**src/mivc_pkg.sv**
```systemverilog
// Constants and source numbering for the interrupt vectoring block
package mivc_pkg;
  // ==========================================================
  // Source indices, natural order first to last
  localparam int NUM_SRC = 13;
  localparam logic [3:0] SRC_AUX = 4'h0;
  localparam logic [3:0] SRC_EXT0 = 4'h1;
  localparam logic [3:0] SRC_TMR0 = 4'h2;
  localparam logic [3:0] SRC_EXT1 = 4'h3;
  localparam logic [3:0] SRC_TMR1 = 4'h4;
  localparam logic [3:0] SRC_SER0 = 4'h5;
  localparam logic [3:0] SRC_TMR2 = 4'h6;
  localparam logic [3:0] SRC_SER1 = 4'h7;
  localparam logic [3:0] SRC_EXT2 = 4'h8;
  localparam logic [3:0] SRC_WDOG = 4'hC;
  // ==========================================================
  // Vector addresses
  localparam logic [7:0] VEC_AUX = 8'h33;
  localparam logic [7:0] VEC_EXT0 = 8'h03;
  localparam logic [7:0] VEC_TMR0 = 8'h0B;
  localparam logic [7:0] VEC_EXT1 = 8'h13;
  localparam logic [7:0] VEC_TMR1 = 8'h1B;
  localparam logic [7:0] VEC_SER0 = 8'h23;
  localparam logic [7:0] VEC_TMR2 = 8'h2B;
  localparam logic [7:0] VEC_SER1 = 8'h3B;
  localparam logic [7:0] VEC_EXT2 = 8'h43;
  localparam logic [7:0] VEC_STEP = 8'h08;
  localparam logic [7:0] VEC_WDOG = 8'h63;
  // ==========================================================
  // Priority levels and reset values
  localparam logic [1:0] LVL_LOW = 2'h0;
  localparam logic [1:0] LVL_HIGH = 2'h1;
  localparam logic [1:0] LVL_AUX = 2'h2;
  localparam logic [7:0] AUX_ENABLE_RST = 8'h00;
  localparam logic [7:0] VEC_RST = 8'h00;
endpackage : mivc_pkg

```
**src/mivc_irq_ctrl.sv**
```systemverilog
// Interrupt flag, enable, priority and vector logic for the 8051 core
`timescale 1ns/100ps

// Operation
// RL1 - Three levels; each source own flag, enable, vector; aux group on top
// RL2 - Digital supply low and breakpoint vector to 33h, enabled by own bits
// RL3 - Analog supply low is aux source bit 1
// RL4 - SPI receive or two-wire event is aux source bit 2
// RL5 - SPI transmit is aux source bit 3, shares aux vector
// RL6 - Millisecond tick is aux source bit 4
// RL7 - Conversion done is aux source bit 5
// RL8 - Accumulator event is aux source bit 6
// RL9 - Second tick is aux source bit 7
// RL10 - Enabled aux event sets group pending; group enable gates vectoring
// RL11 - Select 1: poll view shows raw events, enable view shows contents
// RL12 - Read select 0: the two views swap
// RL13 - Edge external flags clear in hardware when their vector is taken
// RL14 - Level external 0 and 1 flags follow the pin
// RL15 - Timer 0 and 1 overflow flags clear when their vector is taken
// RL16 - Standard sources also need the global enable
// RL17 - Standard sources use the fixed vector table
// RL18 - Same level ties resolve in natural order, aux first, watchdog last
module mivc_irq_ctrl import mivc_pkg::*; (
  input wire logic clk,
  input wire logic resetn,
  input wire logic digital_supply_low_event,
  input wire logic breakpoint_event,
  input wire logic breakpoint_irq_enable,
  input wire logic analog_supply_low_event,
  input wire logic spi_receive_event,
  input wire logic two_wire_event,
  input wire logic spi_transmit_event,
  input wire logic millisecond_tick_event,
  input wire logic conversion_done_event,
  input wire logic accumulator_event,
  input wire logic second_tick_event,
  input wire logic aux_enable_we,
  input wire logic [7:0] aux_enable_wdata,
  input wire logic aux_read_select,
  input wire logic aux_group_enable,
  input wire logic aux_pending_clear,
  input wire logic global_irq_enable,
  input wire logic [5:0] ext_pin_n,
  input wire logic [1:0] ext_edge_mode,
  input wire logic [5:0] ext_flag_clear,
  input wire logic timer0_overflow,
  input wire logic timer1_overflow,
  input wire logic [1:0] timer_flag_clear,
  input wire logic timer2_overflow_flag,
  input wire logic serial0_flag,
  input wire logic serial1_flag,
  input wire logic watchdog_pending,
  input wire logic [12:1] std_irq_enable,
  input wire logic [12:1] std_priority,
  input wire logic irq_ack,
  output logic irq_req,
  output logic [7:0] irq_vector,
  output logic [1:0] irq_level,
  output logic [7:0] aux_poll_read,
  output logic [7:0] aux_enable_read,
  output logic aux_group_pending,
  output logic [5:0] ext_pending,
  output logic [1:0] timer_flags
);
  // ==========================================================
  // Reset release
  logic rst_s1_reg;
  logic rst_n;
  always_ff @(posedge clk or negedge resetn) begin
    if (!resetn) begin
      rst_s1_reg <= 1'b0;
      rst_n <= 1'b0;
    end else begin
      rst_s1_reg <= 1'b1;
      rst_n <= rst_s1_reg;
    end
  end

  // ==========================================================
  // Helpers
  function automatic logic [7:0] vec_of(input logic [3:0] src);
    logic [7:0] v;
    v = VEC_WDOG;
    case (src)
      SRC_AUX: v = VEC_AUX;
      SRC_EXT0: v = VEC_EXT0;
      SRC_TMR0: v = VEC_TMR0;
      SRC_EXT1: v = VEC_EXT1;
      SRC_TMR1: v = VEC_TMR1;
      SRC_SER0: v = VEC_SER0;
      SRC_TMR2: v = VEC_TMR2;
      SRC_SER1: v = VEC_SER1;
      4'h8, 4'h9, 4'hA, 4'hB: v = VEC_EXT2 + VEC_STEP * {6'h00, src[1:0]};
      default: v = VEC_WDOG;
    endcase
    return v; // RL17
  endfunction : vec_of

  // ==========================================================
  // Aux group
  logic [7:0] aux_enable_reg, aux_enable_next;
  logic aux_pend_reg, aux_pend_next;
  logic [7:0] aux_raw, aux_masked;
  logic [7:0] poll_rd_reg, poll_rd_next, en_rd_reg, en_rd_next;

  always_comb begin
    aux_raw = {second_tick_event, accumulator_event, conversion_done_event,
               millisecond_tick_event, spi_transmit_event,
               spi_receive_event | two_wire_event, analog_supply_low_event,
               digital_supply_low_event | breakpoint_event};
    // Bit 0 carries two events, each gated by its own enable
    aux_masked = aux_raw & aux_enable_reg; // RL3 RL4 RL5 RL6 RL7 RL8 RL9
    aux_masked[0] = (digital_supply_low_event & aux_enable_reg[0]) |
                    (breakpoint_event & breakpoint_irq_enable); // RL2
    aux_enable_next = aux_enable_we ? aux_enable_wdata : aux_enable_reg;
    // Set wins over a clear in the same cycle
    aux_pend_next = (|aux_masked) |
                    (aux_pend_reg & ~aux_pending_clear); // RL10
    poll_rd_next = aux_read_select ? aux_raw : aux_enable_reg; // RL11 RL12
    en_rd_next = aux_read_select ? aux_enable_reg : aux_raw; // RL11 RL12
  end

  always_ff @(posedge clk or negedge rst_n) begin
    if (!rst_n) begin
      aux_enable_reg <= AUX_ENABLE_RST;
      aux_pend_reg <= 1'b0;
      poll_rd_reg <= 8'h00;
      en_rd_reg <= 8'h00;
    end else begin
      aux_enable_reg <= aux_enable_next;
      aux_pend_reg <= aux_pend_next;
      poll_rd_reg <= poll_rd_next;
      en_rd_reg <= en_rd_next;
    end
  end

  // ==========================================================
  // Standard flags
  logic [5:0] pin_prev_reg, ext_flag_reg, ext_flag_next, ext_fall;
  logic [1:0] tmr_flag_reg, tmr_flag_next;
  logic ack_take;
  logic [3:0] src_reg;

  always_comb begin
    ack_take = irq_ack & irq_req;
    ext_fall = pin_prev_reg & ~ext_pin_n;
    for (int i = 0; i < 6; i++) begin
      ext_flag_next[i] = ext_flag_reg[i] & ~ext_flag_clear[i];
    end
    if (ack_take && src_reg == SRC_EXT0) ext_flag_next[0] = 1'b0; // RL13
    if (ack_take && src_reg == SRC_EXT1) ext_flag_next[1] = 1'b0; // RL13
    for (int i = 2; i < 6; i++) begin
      if (ack_take && src_reg == SRC_EXT2 + 4'(i - 2)) begin
        ext_flag_next[i] = 1'b0; // RL13
      end
    end
    // A new edge wins over any clear
    ext_flag_next = ext_flag_next | ext_fall;
    for (int i = 0; i < 2; i++) begin
      if (!ext_edge_mode[i]) ext_flag_next[i] = ~ext_pin_n[i]; // RL14
    end
    tmr_flag_next = tmr_flag_reg & ~timer_flag_clear;
    if (ack_take && src_reg == SRC_TMR0) tmr_flag_next[0] = 1'b0; // RL15
    if (ack_take && src_reg == SRC_TMR1) tmr_flag_next[1] = 1'b0; // RL15
    tmr_flag_next = tmr_flag_next | {timer1_overflow, timer0_overflow};
  end

  always_ff @(posedge clk or negedge rst_n) begin
    if (!rst_n) begin
      pin_prev_reg <= 6'h3F;
      ext_flag_reg <= 6'h00;
      tmr_flag_reg <= 2'h0;
    end else begin
      pin_prev_reg <= ext_pin_n;
      ext_flag_reg <= ext_flag_next;
      tmr_flag_reg <= tmr_flag_next;
    end
  end

  // ==========================================================
  // Arbitration
  logic [12:0] pend, req;
  logic [1:0] lvl [13];
  logic found;
  logic [3:0] win_src;
  logic [1:0] win_lvl;
  logic req_reg, req_next;
  logic [3:0] src_next;
  logic [7:0] vec_reg, vec_next;
  logic [1:0] lvl_reg, lvl_next;

  always_comb begin
    pend = {watchdog_pending, ext_flag_reg[5:2], serial1_flag,
            timer2_overflow_flag, serial0_flag, tmr_flag_reg[1],
            ext_flag_reg[1], tmr_flag_reg[0], ext_flag_reg[0], aux_pend_reg};
    req[0] = pend[0] & aux_group_enable; // RL10
    req[12:1] = pend[12:1] & std_irq_enable & {12{global_irq_enable}}; // RL16
    lvl[0] = LVL_AUX; // RL1
    for (int i = 1; i < NUM_SRC; i++) begin
      lvl[i] = std_priority[i] ? LVL_HIGH : LVL_LOW; // RL1
    end
    found = 1'b0;
    win_src = SRC_AUX;
    win_lvl = LVL_LOW;
    // Lower index wins a tie: strict compare keeps the earlier one
    for (int i = 0; i < NUM_SRC; i++) begin
      if (req[i] && (!found || lvl[i] > win_lvl)) begin // RL18
        found = 1'b1;
        win_src = 4'(i);
        win_lvl = lvl[i];
      end
    end
    // Drop the request for one cycle after an ack so cleared flags settle
    req_next = found & ~ack_take;
    src_next = win_src;
    vec_next = found ? vec_of(win_src) : VEC_RST;
    lvl_next = win_lvl;
  end

  always_ff @(posedge clk or negedge rst_n) begin
    if (!rst_n) begin
      req_reg <= 1'b0;
      src_reg <= SRC_AUX;
      vec_reg <= VEC_RST;
      lvl_reg <= LVL_LOW;
    end else begin
      req_reg <= req_next;
      src_reg <= src_next;
      vec_reg <= vec_next;
      lvl_reg <= lvl_next;
    end
  end

  assign irq_req = req_reg;
  assign irq_vector = vec_reg;
  assign irq_level = lvl_reg;
  assign aux_poll_read = poll_rd_reg;
  assign aux_enable_read = en_rd_reg;
  assign aux_group_pending = aux_pend_reg;
  assign ext_pending = ext_flag_reg;
  assign timer_flags = tmr_flag_reg;
endmodule : mivc_irq_ctrl

```
**config.mk**
```make
export PLATFORM = sky130hd
export DESIGN_NAME = mivc_irq_ctrl
export DESIGN_NICKNAME = d
export VERILOG_FILES = /design/src/mivc_pkg.sv /design/src/mivc_irq_ctrl.sv
export SDC_FILE = /design/constraint.sdc
export NUM_CORES = 1
export LEC_CHECK = 0
export ABC_AREA = 0
export BUFFER_PORTS_ARGS = -buffer_cell sky130_fd_sc_hd__clkbuf_2
export CAP_MARGIN = 20
export CORE_ASPECT_RATIO = 0.8
export CORE_MARGIN = 10
export CORE_UTILIZATION = 45
export DETAILED_ROUTE_END_ITERATION = 8
export HOLD_SLACK_MARGIN = 0.08
export PLACE_DENSITY = 0.73
export RECOVER_POWER = 50
export SYNTH_ARGS = -nofsm -noshare
export SYNTH_HDL_FRONTEND = slang
export SYNTH_SLANG_ARGS = --single-unit
```
**constraint.sdc**
```tcl
create_clock -name clk -period 1.9 [get_ports clk]
set_input_delay 0.095 -clock clk [delete_from_list [all_inputs] [get_ports clk]]
set_output_delay 0.095 -clock clk [all_outputs]
set_load 0.02 [all_outputs]
```
# Word-level counts from Yosys, hierarchy flattened
# Index checks and enable logic that the tools add are counted.
op_classes:
  reduce_logical: 47
  n_bitwise: 35
  n_addsub: 1
  muxes: 64
  order_cmp: 12
  eq_ne: 19
op_table:
  columns: ["operator", "count"]
  rows:
  - ["$pmux W8 S9", 1]
  - ["$mux W4", 10]
  - ["$mux W1", 36]
  - ["$eq A4 B4 Y1 const B", 8]
  - ["$mux W2", 14]
  - ["$and A12 B12 Y12", 2]
  - ["$gt A1 B2 Y1", 12]
  - ["$mux W8", 3]
  - ["$eq A4 B3 Y1 const B", 5]
  - ["$logic_and A1 B1 Y1", 20]
  - ["$eq A4 B2 Y1 const B", 4]
  - ["$and A1 B1 Y1", 12]
  - ["$logic_not A1 Y1", 12]
  - ["$logic_or A1 B1 Y1", 12]
  - ["$not A1 Y1", 10]
  - ["$add A7 B5 Y8 const A", 1]
  - ["$and A8 B8 Y8", 1]
  - ["$eq A4 B1 Y1 const B", 2]
  - ["$reduce_or A8 Y1", 1]
  - ["$and A6 B6 Y6", 1]
  - ["$not A6 Y6", 1]
  - ["$or A6 B6 Y6", 1]
  - ["$logic_not A4 Y1", 1]
  - ["$or A1 B1 Y1", 4]
  - ["other kinds (4)", 4]
totals:
  word_cells: 191
  out_inout_bits: 36
  register_bits: 56
  inputBits: 73

# Logic depth before layout (Yosys ltp)
# Gate-level depths: netlist of the first run.
logic_depth:
  word_depth: 54
  mapped_depth: 65
  mapped_depth_nobuf: 64

# Worst setup path before layout of the first run
# No wires, ideal clock.
synth_timing:
  kind: "register -> register"
  from: "register aux_pend_reg, in the netlist aux_group_pending"
  to: "register vec_reg[5], in the netlist irq_vector[5]"
  stages_incl_launch_ff: 64
  n_path_buf: 1
  t_required_ns: 1.738
  synth_period_minus_slack_ns: 11.568
  arrival_ns: 11.406
  setup_time_ns: 0.162
  path_slack_ns: -9.668
  cell_sequence: "dfrtp_1 -> a21bo_1 -> buf_6 -> nor2_1 -> ha_1 -> o211ai_1 -> a2bb2oi_1 -> o31ai_1 -> ha_1 -> nor2_1 -> o2111ai_1 -> o311ai_4 -> a21boi_0 -> ha_1 -> nor2_1 -> o2111ai_2 -> a21boi_4 -> a21o_1 -> [... 28 more ...] -> ha_1 -> nor4_1 -> a21oi_1 -> nand3_1 -> a21boi_0 -> o31ai_1 -> ha_1 -> or4_1 -> o41ai_1 -> a22oi_1 -> inv_1 -> o31ai_1 -> ha_1 -> nor3_1 -> o21ai_1 -> o211ai_1 -> o221ai_1 -> a41oi_1"
synth_via:
  elab_chain_cells: 54
  word_cells_on_any_way: 102
  cone_classes: "add/sub: 1; order compare: 12; eq/ne: 11; mux: 39; bitwise: 1; reduce/logical: 38"
synth_lines:
  columns: ["element", "line_no", "source"]
  rows:
  - ["start: declaration", "mivc_irq_ctrl.sv:102", "logic aux_pend_reg, aux_pend_next;"]
  - ["start signal: assignment", "mivc_irq_ctrl.sv:131", "aux_pend_reg <= aux_pend_next;"]
  - ["$and A1 B1 Y1 *", "mivc_irq_ctrl.sv:196", "req[0] = pend[0] & aux_group_enable;"]
  - ["branches (longest 52 deep; another with $gt A1 B2 Y1)", null, null]
  - ["$mux W8 *", "mivc_irq_ctrl.sv:216", "vec_next = found ? vec_of(win_src) : VEC_RST;"]
  - ["net vec_next[5]", "mivc_irq_ctrl.sv:189", "logic [7:0] vec_reg, vec_next;"]
  - ["end signal: assignment", "mivc_irq_ctrl.sv:229", "vec_reg <= vec_next;"]
  - ["end: declaration", "mivc_irq_ctrl.sv:189", null]
# Mark *: on every way through the listed nets, which the timed path passes.
# A chain may end at the register's enable or synchronous reset.

# Worst setup path after layout of the first run
# Same ends and word-level chain as after synthesis.

==> results.json, run 1 <==
{
  "outcome": "finished with violations",
  "violations": "negative setup slack",
  "fin_ws_ns": -8.99,
  "netlist_area_um2": 3030,
  "hold_depth": 3,
  "slew_headroom_pct": 31.6,
  "cts_tree": "built",
  "drt-pass1-iter-count": 5,
  "seqPwrFrac_pct": 39.9,
  "rr_endpoint": "irq_vector[5]$_DFF_PN0_",
  "p_comb_share_pct": 36.7,
  "viasPerCell": 5.37,
  "die_area_um2": 10400,
  "drtAntennaViolNets": 0,
  "pin_count": 109,
  "synth_edf_count": 0,
  "grt_util_met2_pct": 36.9,
  "clk_path_buf_depth": 2,
  "fp.dieH_um": 93.4,
  "synthSimpleGateAreaFrac_pct": 15.8,
  "setup_viol": 11,
  "min_to": "aux_enable_read[2]$_DFF_PN0_",
  "synth_xor_area_share_pct": 0,
  "rsz0062_at_grt": "yes",
  "synth_compound_area_share_pct": 22.6,
  "cts_sinks": 53,
  "grtUsageTotal_pct": 19.9,
  "antenna_found_initial": 0,
  "ir_worst_vdd_mv": 0.495,
  "r2r_slack_ns": -8.99,
  "ys_ff_latch": 53,
  "cpMaxStageDelayCell": "or4_4",
  "reg2reg_depth": 62,
  "hp-class": "in2reg",
  "io_buffer_count": 106,
  "multiInputGateArea_um2": 1840,
  "chipWidth_um": 112,
  "critPathMaxFanout": 4,
  "p_sw_mw": 1.09,
  "vias": 3366,
  "arrival_ns": 11.11,
  "seq_area_frac_synth_pct": 44.0,
  "antenna_cells": 0,
  "worstHoldStart": "two_wire_event",
  "path_class": "reg2reg",
  "initial_core_util_pct": 46.8,
  "dp_cells": 564,
  "routed_wirelength_um": 11200,
  "final.min_clock_period_ns": 10.89,
  "r2r_start": "aux_group_pending$_DFF_PN0_",
  "fin_crit_sh_pct": 573,
  "synth_top_family_by_area": "compound AO/OA/AOI/OAI gates",
  "grt_pass1_wl_um": 17300,
  "grt_util_met3_pct": 5.04,
  "cts_max_level": 2,
  "leakagePower_nw": 2.59,
  "report.final.slew_viol_count": 0,
  "synth_ff_type": "dfrtp_1",
  "async_flop_share_pct": 100,
  "power.internal_mw": 2.29,
  "drive_above_1_share_pct": 55.1,
  "regArea_um2": 1340,
  "fin_setup_tns_ns": -80.46,
  "fin_cells": 627,
  "use_met1_pct": 22.8,
  "globalRouteOverflowTotal": 0,
  "fmax_mhz": 91.9,
  "ys_types": 68,
  "synthAdderAreaFrac_pct": 4.54,
  "startpoint_type": "flop",
  "utilization_pct": 80.2,
  "clk_pin_slew_ns": 0.10,
  "end_kind": "flop",
  "num-fill-cells": 389,
  "grt_pass1_vias": 3579,
  "wl_per_cell_um": 17.8,
  "clk-insertion-delay-late_ns": 0.31,
  "top_usage_layer": "met2",
  "post-route-drc-count": 0,
  "crit_top_cell": "ha_1",
  "synth_mux_area_share_pct": 7.38,
  "yosysWarnings": 0,
  "cp_slowest_stage_delay_ns": 0.56,
  "place.gp.congestion": 0.912,
  "dp_hpwl_um": 8010,
  "cts_root_buffer": "clkbuf_8",
  "worst_clock_skew_ns": 0.00981,
  "cap_violations": 0,
  "power.density_nw_per_um2": 650,
  "tritoncts.num_buffers": 5,
  "crit_required_ns": 2.12,
  "switching_share_pct": 32.3,
  "power.total_mw": 3.37,
  "syn2layout_area_growth_pct": 71.2,
  "worstMarginPinSlew_ns": 1.03,
  "grt_max_degree": 44,
  "rows": 26,
  "syn_area_per_cell_um2": 10.2,
  "nets": 626,
  "postSynthCellCount": 298,
  "drt_iter0_drc": 152,
  "core_area_um2": 6470,
  "clkPwrFrac_pct": 23.4,
  "hold_violations": 0
}
-- synthesized netlist by cell type, drive strengths merged (4+ instances only) --
library cell	number	area, um2
a22oi	5	37.5
dfrtp	47	1180
dfstp	6	158
nand2	27	101
inv	30	113
nor3	5	35.0
nor2	19	73.8
nor4	5	46.3
nand3	11	55.1
a21boi	4	41.3
a21oi	10	50.1
buf	5	41.3
and3	7	43.8
mux2	19	214
o31ai	4	43.8
ha	11	138
o21ai	17	100
a31oi	4	31.3
nor2b	4	25.0
-- power by group through the flow --
stage | logic, mW | registers [mW] | clock network [mW]
2_1_floorplan | 0.452 | 1.46 | 0
4_1_cts | 1.14 | 1.34 | 0.796
3_3_place_gp | 1.00 | 1.35 | 0
5_1_grt | 1.33 | 1.36 | 0.855
3_5_place_dp | 1.03 | 1.36 | 0
6_report | 1.24 | 1.34 | 0.790
-- cell families (layout without fill, tap and decap cells) --
kind of cell               after synthesis  in the layout
adders and majority gates               11             11
buffers and inverters                   38            282
AOI/OAI and AO/OA                       82             82
other                                    2              3
and+or+nand+nor                         92             92
muxes                                   20             20
DFF                                     53             53
-- area by class of cell --
type                    count  share of cell area (%)
inverters                  30                    2.17
multi-input cells         208                    35.4
well taps                  84                    2.02
clock buffers               7                    1.66
repair buffers            244                    32.4
clock inverters             1                   0.578
flip-flops and latches     53                    25.8
-- through the flow --
stage                     instance area [um2]  hold WS [ns]  worst slack [ns]
after CTS                                5030        0.0831             -8.90
after floorplan                          3200        -0.201             -9.15
after global routing                     5190        0.0923             -9.62
after detailed placement                 4420        -0.119             -9.22
after global placement                   4420        -0.118             -8.80
final                                    5190        0.0805             -8.99
-- cell usage in the layout, fill, tap and decap left out, drive strengths merged, types with 6 or more instances in the layout --
master | synthesis | layout
clkbuf | 3 | 114
buf | 5 | 106
dfrtp | 47 | 47
dlygate4sd3 | 0 | 31
inv | 30 | 30
nand2 | 27 | 27
mux2 | 19 | 19
nor2 | 19 | 19
o21ai | 17 | 17
nand3 | 11 | 11
ha | 11 | 11
a21oi | 10 | 10
and3 | 7 | 7
dfstp | 6 | 6
-- worst max-delay path by stage --
stage / cells after the start / startpoint / end / slack, ns
floorplan: 65 / aux_group_pending$_DFF_PN0_ / irq_vector[5]$_DFF_PN0_ / -9.15
detailed placement: 64 / aux_group_pending$_DFF_PN0_ / irq_vector[5]$_DFF_PN0_ / -9.22
global route: 64 / aux_group_pending$_DFF_PN0_ / irq_vector[5]$_DFF_PN0_ / -9.62
global placement: 63 / aux_group_pending$_DFF_PN0_ / irq_vector[5]$_DFF_PN0_ / -8.80
CTS: 64 / aux_group_pending$_DFF_PN0_ / irq_vector[5]$_DFF_PN0_ / -8.90
finish: 62 / aux_group_pending$_DFF_PN0_ / irq_vector[5]$_DFF_PN0_ / -8.99
-- layer usage --
layer / part of all wire [%] / wire (um)
met1: 40 / 4520
met2: 52 / 5830
met3: 6.5 / 730
met4: 0.93 / 104
met5: 0 / 0
-- timing repair --
item / in CTS / in global routing
hold endpoints to repair: 39 / 0
setup endpoints to repair: 11 / 12
hold buffers: 31 / 0
pin swaps: 10 / 8
buffers inserted: 17 / 8
resized for setup: 13 / 23
-- worst max-delay path, delay by kind of cell, from the launching register on --
family	cells	cell delay [ns]
AOI/OAI and AO/OA	30	4.25
adders and majority gates	11	2.85
buffers and inverters	3	0.28
DFF	1	0.41
muxes	1	0.33
and+or+nand+nor	17	2.68
No activity file was read; power rests on OpenSTA's default activity.
==> inputs of run 2 (changes only) <==
HOLD_SLACK_MARGIN = 0.12   (was 0.08)
==> run 2 against run 1 <==
  * The flow still finishes with violations (negative setup slack)
  * Critical path depth rose by 1
  * Global-route usage rose by 0.53 points
  * Cell count rose by 1.6%
  * Total power rose by 1.7%
  * Utilization rose by 1.9 points
  * Clock power rose by 0.5%
  * Clock skew rose by 0.0016 ns
  * Largest cell class unchanged
  * Via count rose by 3.8%
  * Register-to-register slack got worse by 0.06 ns
  * Sequential power barely moved
==> results.json, run 2 (synthesized netlist as in run 1, its figures left out) <==
{
  "power.total_mw": 3.43,
  "grtUsageTotal_pct": 20.5,
  "fin_crit_sh_pct": 576,
  "fp.dieH_um": 93.4,
  "grt_pass1_vias": 3661,
  "clk_path_buf_depth": 2,
  "worst_clock_skew_ns": 0.0114,
  "drtAntennaViolNets": 0,
  "drt_iter0_drc": 193,
  "fmax_mhz": 91.4,
  "cts_root_buffer": "clkbuf_8",
  "post-route-drc-count": 0,
  "fin_cells": 637,
  "worstMarginPinSlew_ns": 1.01,
  "clk-insertion-delay-late_ns": 0.31,
  "cp_slowest_stage_delay_ns": 0.56,
  "crit_required_ns": 2.08,
  "power.density_nw_per_um2": 646,
  "clk_pin_slew_ns": 0.09,
  "die_area_um2": 10400,
  "final_common_cell": "buf_4",
  "r2r_slack_ns": -9.04,
  "cts_sinks": 53,
  "cts_tree": "built",
  "regArea_um2": 1340,
  "grt_pass1_wl_um": 17700,
  "drt-pass1-iter-count": 6,
  "hold_violations": 0,
  "tritoncts.num_buffers": 5,
  "multiInputGateArea_um2": 1880,
  "mostFrequentLayoutCells": "100 x buf_4, 99 x clkbuf_2, 44 x dfrtp_1",
  "num-fill-cells": 362,
  "initial_core_util_pct": 46.8,
  "violations": "negative setup slack",
  "chipWidth_um": 112,
  "viasPerCell": 5.49,
  "end_kind": "flop",
  "nets": 635,
  "pin_count": 109,
  "cp_num_cells": 63,
  "cap_violations": 0,
  "routed_wirelength_um": 11900,
  "final.min_clock_period_ns": 10.94,
  "crit_start": "aux_group_pending$_DFF_PN0_",
  "ir_worst_vdd_mv": 0.510,
  "slew_headroom_pct": 32.5,
  "grt_max_degree": 44,
  "reg2reg_depth": 63,
  "r2r_start": "aux_group_pending$_DFF_PN0_",
  "path_class": "reg2reg",
  "outcome": "finished with violations",
  "hp-class": "reg2async",
  "fin_ws_ns": -9.04,
  "antenna_found_initial": 1,
  "rr_endpoint": "irq_level[0]$_DFF_PN0_",
  "crit_top_cell": "ha_1",
  "dp_hpwl_um": 8010,
  "globalRouteOverflowTotal": 0,
  "core_area_um2": 6470,
  "arrival_ns": 11.13,
  "dp_cells": 564,
  "startpoint_type": "flop",
  "rsz0062_at_grt": "yes",
  "syn2layout_area_growth_pct": 75.3,
  "cpMaxStageDelayCell": "or4_4",
  "cts_max_level": 2,
  "critPathTopFamily": "compound AO/OA/AOI/OAI gates",
  "path_buf_inv": 4,
  "rows": 26,
  "place.gp.congestion": 0.912,
  "io_buffer_count": 106,
  "report.final.slew_viol_count": 0,
  "leakagePower_nw": 2.62,
  "drive_above_1_share_pct": 54.5,
  "vias": 3494,
  "wl_per_cell_um": 18.6,
  "critPathMaxFanout": 4,
  "setup_viol": 11
}
==> run 2: per-stage QoR <==
| step | hold slack [ns] | TNS (ns) | setup WS [ns] | area [um2] | utilization, % |
|---|---|---|---|---|---|
| after global routing | 0.159 | -86.79 | -9.69 | 5320 | 82.1 |
| after detailed placement | -0.119 | -83.21 | -9.22 | 4420 | 68.3 |
| final | 0.140 | -81.03 | -9.04 | 5320 | 82.1 |
| after global placement | -0.118 | -79.46 | -8.80 | 4420 | 68.3 |
| after floorplan | -0.201 | -80.78 | -9.15 | 3200 | - |
| after CTS | 0.124 | -79.61 | -8.90 | 5110 | 78.9 |
==> run 2: worst max path at each step <==
stage / to / slack [ns]
finish: irq_level[0]$_DFF_PN0_ / -9.04
global route: irq_vector[5]$_DFF_PN0_ / -9.69
CTS: irq_vector[5]$_DFF_PN0_ / -8.90
detailed placement: irq_vector[5]$_DFF_PN0_ / -9.22
global placement: irq_vector[5]$_DFF_PN0_ / -8.80
floorplan: irq_vector[5]$_DFF_PN0_ / -9.15
==> run 2: worst reg2reg max path: cells and delay by family (launching register included) <==
family                     cells  cell delay (ns)
and+or+nand+nor               18             2.90
DFF                            1             0.42
buffers and inverters          4             0.43
adders and majority gates     11             2.82
muxes                          1             0.33
AOI/OAI and AO/OA             29             3.92
==> run 2: timing repair <==
action	CTS	global route
hold buffers	39	0
resized for setup	13	29
pin swaps	10	12
setup endpoints to repair	11	13
buffers inserted	17	9
endpoints found under the hold margin	39	0
==> run 2: per-layer routing <==
layer / GRT usage, % / wire length (um) / up-vias
li1: - / - / 1603
met1: 22.7 / 4650 / 1686
met2: 38.3 / 6130 / 173
met3: 5.43 / 857 / 32
met4: 4.70 / 235 / 0
met5: 0 / 0 / -
==> run 2: area by class of cell <==
| class | instances | area share [%] |
|---|---|---|
| Sequential cell | 53 | 25.2 |
| Tap cell | 84 | 1.98 |
| Clock inverter | 1 | 0.565 |
| Clock buffer | 7 | 1.62 |
| Multi-Input combinational cell | 208 | 35.3 |
| Inverter | 30 | 2.12 |
| Antenna cell | 1 | 0.0471 |
| Timing Repair Buffer | 253 | 33.2 |
==> run 2: power breakdown <==
part / switching [mW] / internal, mW
Clock: 0.363 / 0.430
Combinational: 0.666 / 0.623
Sequential: 0.0924 / 1.26
Total: 1.12 / 2.31
